[config.mk]
export PLATFORM = sky130hd
export DESIGN_NAME = tdcrf_result_fifo
export DESIGN_NICKNAME = d
export VERILOG_FILES = /design/src/tdcrf_pin_sync.v /design/src/tdcrf_skid.v /design/src/tdcrf_result_fifo.v
export VERILOG_INCLUDE_DIRS = /design/src
export SDC_FILE = /design/constraint.sdc
export NUM_CORES = 2
export LEC_CHECK = 0
export ABC_AREA = 1
export BUFFER_PORTS_ARGS = -buffer_cell sky130_fd_sc_hd__buf_2
export CAP_MARGIN = 20
export CELL_PAD_IN_SITES_DETAIL_PLACEMENT = 0
export CELL_PAD_IN_SITES_GLOBAL_PLACEMENT = 1
export CORE_MARGIN = 5
export CORE_UTILIZATION = 53
export DETAILED_ROUTE_END_ITERATION = 8
export PLACE_DENSITY = 0.82
export SLEW_MARGIN = 20
export SYNTH_ARGS = -nofsm -noshare
export SYNTH_HDL_FRONTEND = slang
export SYNTH_SLANG_ARGS = --single-unit
[constraint.sdc]
create_clock -name clock_in -period 8.94 [get_ports clock_in]
set_input_delay 0.894 -clock clock_in [delete_from_list [all_inputs] [get_ports clock_in]]
set_output_delay 0.894 -clock clock_in [all_outputs]
set_load 0.02 [all_outputs]
[src/tdcrf_consts.vh]
`ifndef TDCRF_CONSTS_VH
`define TDCRF_CONSTS_VH

////////////////////////////////////////////////////////////////////////////////
// Channel and buffer geometry
`define TDCRF_CHANNELS      4
`define TDCRF_FIFO_MAX      16
`define TDCRF_PTR_W         4
`define TDCRF_CNT_W         5
`define TDCRF_DEPTH_OFF     5'h10
`define TDCRF_DEPTH_X2      5'h08
`define TDCRF_DEPTH_X4      5'h04

////////////////////////////////////////////////////////////////////////////////
// Resolution setting encodings
`define TDCRF_RES_X2        2'h1
`define TDCRF_RES_X4        2'h2

////////////////////////////////////////////////////////////////////////////////
// Restart after overflow or block drain
`define TDCRF_RESTART_STOPS 2'h2
`define TDCRF_RESTART_NONE  2'h0

////////////////////////////////////////////////////////////////////////////////
// Result word layout
`define TDCRF_TIME_W        24
`define TDCRF_ENTRY_W       48
`define TDCRF_TICK_W        16
`define TDCRF_PIN_W         5

////////////////////////////////////////////////////////////////////////////////
// Clock rate and conversion latency
`define TDCRF_CLK_MHZ       250
`define TDCRF_CONV_NS_OFF   200
`define TDCRF_CONV_NS_X2    400
`define TDCRF_CONV_NS_X4    800
`define TDCRF_NS_TO_CYC(ns) ((((ns) * `TDCRF_CLK_MHZ) + 999) / 1000)

`endif

[src/tdcrf_pin_sync.v]
`timescale 1ns/1ps
`include "tdcrf_consts.vh"

module tdcrf_pin_sync #(
  parameter W = `TDCRF_PIN_W
) (
  // Clock and reset
  input  wire         clock_in,
  input  wire         resetn_in,
  // Asynchronous pins
  input  wire [W-1:0] pin_in,
  // Filtered level and rising-edge pulse
  output wire [W-1:0] level_out,
  output wire [W-1:0] rise_out
);

  reg [W-1:0] s1_reg;    // First stage, read only by second
  reg [W-1:0] s2_reg;    // Second stage
  reg [W-1:0] s3_reg;    // Third stage
  reg [W-1:0] level_reg; // Accepted level
  reg [W-1:0] rise_reg;  // One-cycle rising pulse

  ////////////////////////////////////////////////////////////////////////////////
  // Three flops; a change counts only once stages two and three agree,
  // which rejects a single-cycle glitch at the cost of one cycle latency
  always @(posedge clock_in or negedge resetn_in) begin
    if (!resetn_in) begin
      s1_reg    <= {W{1'b0}};
      s2_reg    <= {W{1'b0}};
      s3_reg    <= {W{1'b0}};
      level_reg <= {W{1'b0}};
      rise_reg  <= {W{1'b0}};
    end else begin
      s1_reg    <= pin_in;
      s2_reg    <= s1_reg;
      s3_reg    <= s2_reg;
      level_reg <= (s2_reg & s3_reg) | ((s2_reg | s3_reg) & level_reg);
      rise_reg  <= s2_reg & s3_reg & ~level_reg;
    end
  end

  assign level_out = level_reg;
  assign rise_out  = rise_reg;

endmodule // tdcrf_pin_sync

[src/tdcrf_skid.v]
`timescale 1ns/1ps
`include "tdcrf_consts.vh"

module tdcrf_skid #(
  parameter W = `TDCRF_ENTRY_W + 2
) (
  // Clock and reset
  input  wire         clock_in,
  input  wire         resetn_in,
  // Fill side
  input  wire         in_valid_in,
  input  wire [W-1:0] in_data_in,
  output wire         in_ready_out,
  // Drain side
  output wire         out_valid_out,
  output wire [W-1:0] out_data_out,
  input  wire         out_ready_in
);

  reg [W-1:0] head_reg;  // Oldest word
  reg [W-1:0] tail_reg;  // Second word
  reg [1:0]   count_reg; // Words held, 0 to 2

  wire push = in_valid_in & (count_reg != 2'h2);
  wire pop  = out_ready_in & (count_reg != 2'h0);

  ////////////////////////////////////////////////////////////////////////////////
  // Two entries so a stalled receiver never costs a word already popped
  always @(posedge clock_in or negedge resetn_in) begin
    if (!resetn_in) begin
      head_reg  <= {W{1'b0}};
      tail_reg  <= {W{1'b0}};
      count_reg <= 2'h0;
    end else begin
      case ({push, pop})
        2'b10: begin
          // Fill the first free slot
          if (count_reg == 2'h0) begin
            head_reg <= in_data_in;
          end else begin
            tail_reg <= in_data_in;
          end
          count_reg <= count_reg + 2'h1;
        end
        2'b01: begin
          // Shift tail forward
          head_reg  <= tail_reg;
          count_reg <= count_reg - 2'h1;
        end
        2'b11: begin
          // Only reachable with one word held; count unchanged
          head_reg <= in_data_in;
        end
        default: begin
        end
      endcase
    end
  end

  assign in_ready_out  = (count_reg != 2'h2);
  assign out_valid_out = (count_reg != 2'h0);
  assign out_data_out  = head_reg;

endmodule // tdcrf_skid

[src/tdcrf_result_fifo.v]
`timescale 1ns/1ps
`include "tdcrf_consts.vh"

module tdcrf_result_fifo (
  // Clock and reset
  input  wire                       clock_in,
  input  wire                       resetn_in,
  // Measurement pins, asynchronous
  input  wire [3:0]                 stop_pin_in,
  input  wire                       ref_clock_pin_in,
  // Configuration
  input  wire [1:0]                 resolution_boost_setting_in,
  input  wire                       block_drain_mode_in,
  input  wire                       joint_read_mode_in,
  input  wire [3:0]                 channel_active_in,
  input  wire                       init_in,
  // Read request from the serial front end
  input  wire                       rd_req_in,
  input  wire [1:0]                 rd_chan_in,
  output wire                       rd_accept_out,
  // Result stream
  output wire                       res_valid_out,
  input  wire                       res_ready_in,
  output wire [1:0]                 res_chan_out,
  output wire [`TDCRF_TIME_W-1:0]   reference_period_index_out,
  output wire [`TDCRF_TIME_W-1:0]   stop_time_value_out,
  // Status
  output wire                       results_ready_n_out,
  output wire [4*`TDCRF_CNT_W-1:0]  fill_level_out
);

  ////////////////////////////////////////////////////////////////////////////////
  // Latency counts per resolution setting, rounded up to whole cycles
  localparam [`TDCRF_TICK_W-1:0] LAT_OFF = `TDCRF_NS_TO_CYC(`TDCRF_CONV_NS_OFF);
  localparam [`TDCRF_TICK_W-1:0] LAT_X2  = `TDCRF_NS_TO_CYC(`TDCRF_CONV_NS_X2);
  localparam [`TDCRF_TICK_W-1:0] LAT_X4  = `TDCRF_NS_TO_CYC(`TDCRF_CONV_NS_X4);

  wire [`TDCRF_PIN_W-1:0]   pin_rise;         // Rising-edge pulses
  wire [3:0]                stop_rise;        // Stop edges per channel
  wire                      ref_rise;         // Reference clock edge
  reg  [`TDCRF_TIME_W-1:0]  period_idx_reg;   // Reference periods counted
  reg  [`TDCRF_TIME_W-1:0]  since_ref_reg;    // Cycles since last reference edge
  reg  [`TDCRF_TICK_W-1:0]  tick_reg;         // Free-running age base
  reg  [`TDCRF_CNT_W-1:0]   depth;            // Usable depth
  reg  [`TDCRF_TICK_W-1:0]  lat;              // Conversion latency in cycles
  wire [3:0]                ch_ready;         // Channel offers data
  wire [4*`TDCRF_ENTRY_W-1:0] head_data;      // Head word per channel
  wire [3:0]                sel_oh;           // One-hot read channel
  wire                      skid_in_ready;    // Buffer can take a word
  wire                      any_ready;        // Some channel offers data
  wire                      all_ready;        // Every active channel offers data
  wire                      group_ready;      // Ready per selected read mode
  wire                      rd_fire;          // Pop this cycle
  reg                       ready_n_reg;      // Registered ready pin
  wire [`TDCRF_ENTRY_W+1:0] skid_out;         // Buffer output word

  ////////////////////////////////////////////////////////////////////////////////
  // Pin synchroniser: four stops plus reference clock
  tdcrf_pin_sync u_sync (
    .clock_in  (clock_in),
    .resetn_in (resetn_in),
    .pin_in    ({ref_clock_pin_in, stop_pin_in}),
    .level_out (),
    .rise_out  (pin_rise)
  );

  assign stop_rise = pin_rise[3:0];
  assign ref_rise  = pin_rise[4];

  ////////////////////////////////////////////////////////////////////////////////
  // Time base: period index and fine time inside the period
  always @(posedge clock_in or negedge resetn_in) begin
    if (!resetn_in) begin
      period_idx_reg <= {`TDCRF_TIME_W{1'b0}};
      since_ref_reg  <= {`TDCRF_TIME_W{1'b0}};
      tick_reg       <= {`TDCRF_TICK_W{1'b0}};
    end else begin
      tick_reg <= tick_reg + 1'b1;
      if (init_in) begin
        // Restart measurement from a clean index
        period_idx_reg <= {`TDCRF_TIME_W{1'b0}};
        since_ref_reg  <= {`TDCRF_TIME_W{1'b0}};
      end else if (ref_rise) begin
        period_idx_reg <= period_idx_reg + 1'b1;
        since_ref_reg  <= {`TDCRF_TIME_W{1'b0}};
      end else begin
        since_ref_reg <= since_ref_reg + 1'b1;
      end
    end
  end

  ////////////////////////////////////////////////////////////////////////////////
  // Depth and latency from the resolution setting
  always @* begin
    case (resolution_boost_setting_in)
      `TDCRF_RES_X2: begin
        depth = `TDCRF_DEPTH_X2;
        lat   = LAT_X2;
      end
      `TDCRF_RES_X4: begin
        depth = `TDCRF_DEPTH_X4;
        lat   = LAT_X4;
      end
      default: begin
        depth = `TDCRF_DEPTH_OFF;
        lat   = LAT_OFF;
      end
    endcase
  end

  ////////////////////////////////////////////////////////////////////////////////
  // Read selection and pop
  assign sel_oh      = 4'h1 << rd_chan_in;
  assign any_ready   = |ch_ready;
  assign all_ready   = (&(ch_ready | ~channel_active_in)) & (|channel_active_in);
  assign group_ready = joint_read_mode_in ? all_ready : any_ready;
  // Joint mode trusts the host to walk channels in ascending order
  assign rd_fire     = rd_req_in & (|(sel_oh & ch_ready)) & skid_in_ready & group_ready;
  assign rd_accept_out = rd_fire;

  ////////////////////////////////////////////////////////////////////////////////
  // Per-channel buffers
  genvar c;
  generate
    for (c = 0; c < `TDCRF_CHANNELS; c = c + 1) begin : g_ch
      reg  [`TDCRF_ENTRY_W-1:0] data_mem  [0:`TDCRF_FIFO_MAX-1]; // Results
      reg  [`TDCRF_TICK_W-1:0]  stamp_mem [0:`TDCRF_FIFO_MAX-1]; // Capture ticks
      reg  [`TDCRF_PTR_W-1:0]   wr_ptr_reg;   // Next write slot
      reg  [`TDCRF_PTR_W-1:0]   rd_ptr_reg;   // Next read slot
      reg  [`TDCRF_PTR_W-1:0]   vis_ptr_reg;  // Oldest unconverted slot
      reg  [`TDCRF_CNT_W-1:0]   cnt_reg;      // Stored entries
      reg  [`TDCRF_CNT_W-1:0]   vis_reg;      // Converted entries
      reg  [1:0]                restart_reg;  // Stops still to skip
      reg                       drain_reg;    // Block drain in progress
      wire [`TDCRF_TICK_W-1:0]  age     = tick_reg - stamp_mem[vis_ptr_reg];
      wire                      stop_ev = stop_rise[c] & channel_active_in[c];
      wire                      full    = (cnt_reg >= depth);
      // Only the oldest pending entry is timed; later ones age meanwhile
      wire                      mature  = (vis_reg < cnt_reg) & (age >= lat);
      wire                      pop     = rd_fire & sel_oh[c];
      wire                      accept;

      // Full, restarting or draining buffers drop the stop
      assign accept  = stop_ev & ~full & (restart_reg == `TDCRF_RESTART_NONE) & ~drain_reg;

      assign ch_ready[c] = block_drain_mode_in ? drain_reg : (vis_reg != {`TDCRF_CNT_W{1'b0}});
      assign head_data[c*`TDCRF_ENTRY_W +: `TDCRF_ENTRY_W] = data_mem[rd_ptr_reg];
      assign fill_level_out[c*`TDCRF_CNT_W +: `TDCRF_CNT_W] = cnt_reg;

      // Storage has no reset; validity lives in the counters
      always @(posedge clock_in) begin
        if (accept) begin
          data_mem[wr_ptr_reg]  <= {period_idx_reg, since_ref_reg};
          stamp_mem[wr_ptr_reg] <= tick_reg;
        end
      end

      // Counters, pointers, restart and drain state
      always @(posedge clock_in or negedge resetn_in) begin
        if (!resetn_in) begin
          wr_ptr_reg  <= {`TDCRF_PTR_W{1'b0}};
          rd_ptr_reg  <= {`TDCRF_PTR_W{1'b0}};
          vis_ptr_reg <= {`TDCRF_PTR_W{1'b0}};
          cnt_reg     <= {`TDCRF_CNT_W{1'b0}};
          vis_reg     <= {`TDCRF_CNT_W{1'b0}};
          restart_reg <= `TDCRF_RESTART_NONE;
          drain_reg   <= 1'b0;
        end else if (init_in) begin
          rd_ptr_reg  <= wr_ptr_reg;
          vis_ptr_reg <= wr_ptr_reg;
          cnt_reg     <= {`TDCRF_CNT_W{1'b0}};
          vis_reg     <= {`TDCRF_CNT_W{1'b0}};
          restart_reg <= `TDCRF_RESTART_NONE;
          drain_reg   <= 1'b0;
        end else begin
          // Pointers wrap at the full array; depth only caps the count
          if (accept) begin
            wr_ptr_reg <= wr_ptr_reg + 1'b1;
          end
          if (pop) begin
            rd_ptr_reg <= rd_ptr_reg + 1'b1;
          end
          if (mature) begin
            vis_ptr_reg <= vis_ptr_reg + 1'b1;
          end
          // Fill level up per store, down per read
          cnt_reg <= cnt_reg + {{(`TDCRF_CNT_W-1){1'b0}}, accept}
                             - {{(`TDCRF_CNT_W-1){1'b0}}, pop};
          vis_reg <= vis_reg + {{(`TDCRF_CNT_W-1){1'b0}}, mature}
                             - {{(`TDCRF_CNT_W-1){1'b0}}, pop};
          // Restart skip count; arming wins over a same-cycle stop
          if (pop & full & ~block_drain_mode_in) begin
            restart_reg <= `TDCRF_RESTART_STOPS;
          end else if (pop & drain_reg & (cnt_reg == {{(`TDCRF_CNT_W-1){1'b0}}, 1'b1})) begin
            restart_reg <= `TDCRF_RESTART_STOPS;
          end else if (stop_ev & (restart_reg != `TDCRF_RESTART_NONE)) begin
            restart_reg <= restart_reg - 2'h1;
          end
          // Drain starts when every entry is converted and the buffer is full
          if (~block_drain_mode_in) begin
            drain_reg <= 1'b0;
          end else if (pop & (cnt_reg == {{(`TDCRF_CNT_W-1){1'b0}}, 1'b1})) begin
            drain_reg <= 1'b0;
          end else if (vis_reg >= depth) begin
            drain_reg <= 1'b1;
          end
        end
      end
    end
  endgenerate

  ////////////////////////////////////////////////////////////////////////////////
  // Ready pin, active low, registered
  always @(posedge clock_in or negedge resetn_in) begin
    if (!resetn_in) begin
      ready_n_reg <= 1'b1;
    end else begin
      // Init forces it high; otherwise it follows group_ready, inverted, one cycle late
      ready_n_reg <= ~group_ready | init_in;
    end
  end

  assign results_ready_n_out = ready_n_reg;

  ////////////////////////////////////////////////////////////////////////////////
  // Output buffer toward the serial shifter
  tdcrf_skid u_skid (
    .clock_in      (clock_in),
    .resetn_in     (resetn_in),
    .in_valid_in   (rd_fire),
    .in_data_in    ({rd_chan_in, head_data[rd_chan_in*`TDCRF_ENTRY_W +: `TDCRF_ENTRY_W]}),
    .in_ready_out  (skid_in_ready),
    .out_valid_out (res_valid_out),
    .out_data_out  (skid_out),
    .out_ready_in  (res_ready_in)
  );

  // Shifted out most significant byte first by the serial front end
  assign res_chan_out               = skid_out[`TDCRF_ENTRY_W+1:`TDCRF_ENTRY_W];
  assign reference_period_index_out = skid_out[`TDCRF_ENTRY_W-1:`TDCRF_TIME_W];
  assign stop_time_value_out        = skid_out[`TDCRF_TIME_W-1:0];

endmodule // tdcrf_result_fifo

# After elaboration in Yosys (flattened, before gate mapping)
# Memory sizes are Yosys's and may differ from the RTL's.
# Index checks and enable logic that the tools add are counted.
# W data, S select, Z words.
# totals
memories	8
regBits	292
mem_bits_rw	4096
elab_cells	316
out_inout_bits	73
# mem_list
memory	words	width	rd	rd_clocked_by_memory_dff	wr	line_no	text
g_ch[0].data_mem	16	48	1	0	1	tdcrf_result_fifo.v:126	reg [`TDCRF_ENTRY_W-1:0] data_mem [0:`TDCRF_FIFO_MAX-1];
g_ch[1].data_mem	16	48	1	0	1	tdcrf_result_fifo.v:126	
g_ch[2].data_mem	16	48	1	0	1	tdcrf_result_fifo.v:126	
g_ch[3].data_mem	16	48	1	0	1	tdcrf_result_fifo.v:126	
g_ch[0].stamp_mem	16	16	1	0	1	tdcrf_result_fifo.v:127	reg [`TDCRF_TICK_W-1:0] stamp_mem [0:`TDCRF_FIFO_MAX-1];
g_ch[1].stamp_mem	16	16	1	0	1	tdcrf_result_fifo.v:127	
2 more memories	n/a	n/a	n/a	n/a	n/a	n/a	
# op_classes
add_sub_neg	41
bitwise	76
n_lt_le_gt_ge	16
n_mul	1
n_reduce_logical	39
mux	78
eq_ne	15
n_shift	2
# ops
op	count
$shiftx A192 B9 Y48	1
$pmux W50 S3	1
$mux W24	4
$ge A16 B16 Y1	4
$mux W4	16
$sub A16 B16 Y16	4
$and A1 B1 Y1	54
$mux W50	1
$add A24 B1 Y24 const B	2
$add A4 B1 Y4 const B	12
$add A5 B1 Y5	8
$ge A5 B5 Y1	8
$mux W5	8
$sub A5 B1 Y5	8
$mux W2	16
$reduce_bool A2 Y1	15
$mux W1	29
$eq A5 B1 Y1 const B	4
$lt A5 B5 Y1	4
$reduce_bool A5 Y1	4
$add A16 B1 Y16 const B	1
$ne A4 B1 Y1 const B	4
$pmux W8 S2	1
$reduce_bool A4 Y1	4
23 further kinds	55

# Logic depth before layout (Yosys ltp)
# depth
word_depth	13
mapped_depth	41
mapped_depth_nobuf	40

# Hierarchy
# From an unflattened synthesis, not the netlist that was laid out.
# unflattened
hier_cells	14426
hier_area_um2	178615.1
# by_module_without_submodules
module	seq_area_each_um2	cells_each	n_inst	area_each_um2
tdcrf_result_fifo	127128.2	13816	1	173108.5
tdcrf_skid	2552.4	560	1	4780.8
tdcrf_pin_sync	625.6	50	1	725.7

# Worst setup path after synthesis
# OpenSTA, ideal clock, no wires.
# synth_path
kind	input to register
startpoint	input resolution_boost_setting_in[0]
endpoint	memory g_ch[1].data_mem[11][0] in the netlist's numbering (enable)
cell_stages	11
required_time_ns	8.454
setup_slack_ns	3.191
setup_ns	0.486
arrival_ns	5.263
cell_sequence	inv_1 > ha_1 > inv_1 > ha_1 > nand2_1 > nor2_1 > a211oi_1 > nand3_1 > inv_1 > nand2_1 > nor2_1
# synth_between
elab_chain_len	9
elab_cells_between_ends	10
cone_classes	order compare: 1; eq/ne: 2; mux: 3; bitwise: 4
# synth_rtl
item	line_no	text
from (decl)	tdcrf_result_fifo.v:12	input wire [1:0] resolution_boost_setting_in,
$eq A2 B2 Y1 or $eq A2 B1 Y1 (tied branches)	tdcrf_result_fifo.v:95	case (resolution_boost_setting_in)
$pmux W5 S2 (*)	tdcrf_result_fifo.v:95	
$ge A5 B5 Y1 (*)	tdcrf_result_fifo.v:137	wire full = (cnt_reg >= depth);
$not A1 Y1 (*)	tdcrf_result_fifo.v:144	assign accept = stop_ev & ~full & (restart_reg == `TDCRF_RESTART_NONE) & ~drain_reg;
$and A1 B1 Y1 (*) (3 in series)	tdcrf_result_fifo.v:144	
$mux W1 (*)	tdcrf_result_fifo.v:152	if (accept) begin
$mux W1 (implied by the code) (*)	tdcrf_result_fifo.v:153	data_mem[wr_ptr_reg] <= {period_idx_reg, since_ref_reg};
to (decl)	tdcrf_result_fifo.v:126	
# Every way passes the cells marked *; elsewhere a longest branch is shown, timed or not.

# Final worst setup path
# layout_path
startpoint	register g_ch[3].vis_ptr_reg[2]
endpoint	register g_ch[3].vis_reg[4]
# layout_between
elab_chain_len	7
# layout_rtl
item	line_no	text
from (decl)	tdcrf_result_fifo.v:130	reg [`TDCRF_PTR_W-1:0] vis_ptr_reg;
from (signal assigned)	tdcrf_result_fifo.v:163	vis_ptr_reg <= {`TDCRF_PTR_W{1'b0}};
from (signal assigned)	tdcrf_result_fifo.v:170	vis_ptr_reg <= wr_ptr_reg;
from (signal assigned)	tdcrf_result_fifo.v:184	vis_ptr_reg <= vis_ptr_reg + 1'b1;
$mem_v2 Z16 W16	n/a	
$sub A16 B16 Y16	tdcrf_result_fifo.v:135	wire [`TDCRF_TICK_W-1:0] age = tick_reg - stamp_mem[vis_ptr_reg];
$ge A16 B16 Y1	tdcrf_result_fifo.v:139	wire mature = (vis_reg < cnt_reg) & (age >= lat);
$and A1 B1 Y1	tdcrf_result_fifo.v:139	
$add A5 B1 Y5	tdcrf_result_fifo.v:189	vis_reg <= vis_reg + {{(`TDCRF_CNT_W-1){1'b0}}, mature}
$sub A5 B1 Y5	tdcrf_result_fifo.v:189	
$mux W5	tdcrf_result_fifo.v:168	end else if (init_in) begin
to (signal assigned)	tdcrf_result_fifo.v:165	vis_reg <= {`TDCRF_CNT_W{1'b0}};
to (signal assigned)	tdcrf_result_fifo.v:172	vis_reg <= {`TDCRF_CNT_W{1'b0}};
to (signal assigned)	tdcrf_result_fifo.v:189	
to (decl)	tdcrf_result_fifo.v:132	reg [`TDCRF_CNT_W-1:0] vis_reg;
# No other way between the ends.
# A chain may end at the register's enable or synchronous reset.

==> flow_metrics.env <==
export IMPL_status="completed"
export IMPL_vias=119965
export IMPL_drive_gt1_share_pct=7.83
export IMPL_synth_seq_cells=4388
export IMPL_clk_latency_ps=1000
export IMPL_drc=0
export IMPL_cp_required_ps=9760
export IMPL_synth_top_area_cell="edfxtp_1"
export IMPL_antenna_found_initial=24
export IMPL_final_common_cell="edfxtp_1"
export IMPL_cellLeakagePower_nw=67.8
export IMPL_setup_viol=0
export IMPL_slew_violations=0
export IMPL_dr_pass1_iters=6
export IMPL_netlist_area_um2=179000
export IMPL_period_share_pct=73.5
export IMPL_path_buf_inv=9
export IMPL_vdd_drop_max_uv=192
export IMPL_slew_headroom_pct=22.4
export IMPL_clock_path_buffers=4
export IMPL_max_slew_worst_pin_slew_ps=1160
export IMPL_cp_common_cell="nand2_1"
export IMPL_hold_viol=0
export IMPL_max_stage_delay_ps=640
export IMPL_gp_congestion=0.859
export IMPL_drv_cap=0
export IMPL_synthTopCellsByArea="edfxtp_1 69%, o21ai_0 6.2%, nor2_1 6.1%"
export IMPL_grt_pass1_wl_um=757000
export IMPL_pin_count=93
export IMPL_fp_row_count=213
export IMPL_reg_top3="g_ch.data_mem (3072), g_ch.stamp_mem (1024)"
export IMPL_multiInputGateArea_um2=44600
export IMPL_cp_top_family="buffers and inverters"
export IMPL_fin_setup_tns_ps=0
export IMPL_end_kind="flip-flop"
export IMPL_cts_tree="yes"
export IMPL_postRouteWirelength_um=520000
export IMPL_clock_sinks=4388
export IMPL_ys_types=43
export IMPL_ys_seq_area_share_pct=72.7
export IMPL_die_area_um2=350000
export IMPL_fmax_mhz=152
export IMPL_place_area_um2=185000
export IMPL_layout_common_cells="4096 x edfxtp_1, 2831 x nor2_1, 2226 x o21ai_0"
export IMPL_die_w_um=592
export IMPL_start_util_pct=53.2
export IMPL_final_nets=14978
export IMPL_hold_class="primary input to flip-flop"
export IMPL_grt_util_all_layers_pct=29.1
export IMPL_synth_avg_cell_area_um2=12.1
export IMPL_synth_fp_nets=15065
export IMPL_placement_io_buffers=92
export IMPL_post_cts_buffers=0
export IMPL_grt_pass1_vias=111884
export IMPL_cts_root_buf="clkbuf_16"
export IMPL_die_h_um=592
export IMPL_finClkSkew_ps=66.1
export IMPL_cp_max_fo=21
export IMPL_fillers=26332
export IMPL_syn_to_final_growth_pct=11.3
export IMPL_synth_top_area_share_pct=68.6
export IMPL_rsz0062_at_grt="no"
export IMPL_coreArea_um2=337000
export IMPL_critPathArrivalTime_ps=7390
export IMPL_drt_vias_per_instance=6.11
export IMPL_register_area_um2=130000
export IMPL_htree_levels=5
export IMPL_grt_ovfl_total=0
export IMPL_critical_path_class="flip-flop to flip-flop"
export IMPL_powerDensity_nw_per_um2=282
export IMPL_top_register="g_ch.data_mem"
export IMPL_path_clk_slew_ps=60
export IMPL_drt_iter0_markers=16337
export IMPL_synthCells=14818
export IMPL_worst_setup_path_start_kind="flip-flop"
export IMPL_detail_route_antenna_nets=0
export IMPL_grt_max_degree=217
export IMPL_fin_area_um2=200000
export IMPL_finalCriticalPeriod_ps=6570
export IMPL_yosys_warnings=0
export IMPL_hpwl_um=273000
export IMPL_routedWlPerCell_um=26.5
export IMPL_largest_reg_flops=3072
export IMPL_cts_made_buffers=430
export IMPL_crit_path_top_delay_cell="clkinv_1"
[path summary, 6_finish.rpt]
kind	end	slack [ps]	start	depth (start not counted)
worst max-delay path	g_ch[3].vis_reg[4]	2370	g_ch[3].vis_ptr_reg[2]	41
worst min-delay path	u_sync.s1_reg[2]	70	stop_pin_in[2]	1
worst max register to register	g_ch[3].vis_reg[4]	2370	g_ch[3].vis_ptr_reg[2]	41
worst min register to register	u_sync.s2_reg[2]	350	u_sync.s1_reg[2]	0
max in group asynchronous	u_skid.out_data_out[16]	6260	resetn_in	4
min in group asynchronous	g_ch[2].vis_reg[1]	590	resetn_in	2
[through the flow]
stage / cells / power [W] / hold WS [ps] / worst slack [ps] / utilization [%]
3_3_place_gp: 18809 / 0.0382 / 331 / 2330 / 55.0
5_1_grt: 19625 / 0.0589 / 32.3 / 1620 / 59.2
6_report: 19632 / 0.0562 / 67.6 / 2370 / 59.2
2_1_floorplan: 14818 / 0.0338 / 331 / 3190 / -
4_1_cts: 19622 / 0.0562 / 1.13 / 2430 / 59.2
3_5_place_dp: 18810 / 0.0383 / 336 / 2470 / 55.0
[layout make-up]
class | instances | area share, %
timing repair buffer | 364 | 1.64
clock buffer | 583 | 5.97
inverter | 394 | 0.775
antenna | 9 | 0.0113
clock inverter | 226 | 1.07
tap | 4515 | 2.83
sequential | 4388 | 65.4
multi-input combinational | 9153 | 22.3
[synthesized netlist by cell type (all sizes together)]
library cell / count
nand3b: 6
a2111oi: 2
nand3: 469
o22ai: 652
or2: 3
o21ai: 2244
nor3b: 3
dfrtp: 291
nor2: 2901
o221ai: 50
o2111ai: 1
edfxtp: 4096
o21a: 8
buf: 178
nand2: 1729
xnor2: 28
nor4: 12
a21oi: 386
o21bai: 8
inv: 386
o211ai: 90
a211oi: 14
dfstp: 1
nor3: 40
clkbuf: 705
o211a: 1
clkinv: 8
a21boi: 41
ha: 215
nand4: 88
a31oi: 12
fa: 12
a221oi: 69
xor2: 60
a21o: 9
[repair_timing]
action | CTS | global route
hold buffers | 3 | 0
endpoints found under the hold margin | 46 | 0
gates resized for setup | 0 | 0
[cell families (layout without fill, tap and decap cells)]
group	Yosys count	count (layout)	share of synthesized area [%]
fa+ha+maj	227	227	1.63
simple gates	5251	5251	11.5
buf+inv	1277	1567	2.76
flops	4388	4388	72.7
xor+xnor	88	88	0.430
compound gates	3587	3587	11.0
other cells	0	9	0
[routing by layer]
metal	wire length (µm)	track usage [%]	vias to the layer above	share of wire, %
met5	34	0	-	0.0065
met4	20500	10.1	6	3.9
met3	54100	5.01	973	10
met2	241000	46.3	6411	46
met1	204000	41.0	59210	39
li1	-	-	53365	-
[power by group]
group	internal, W	total [W]	switching (W)
registers	0.0226	0.0234	0.000776
logic	0.00442	0.0148	0.0104
clock network	0.0103	0.0180	0.00769
total	0.0374	0.0562	0.0188
(Power assumes the default switching activity.)
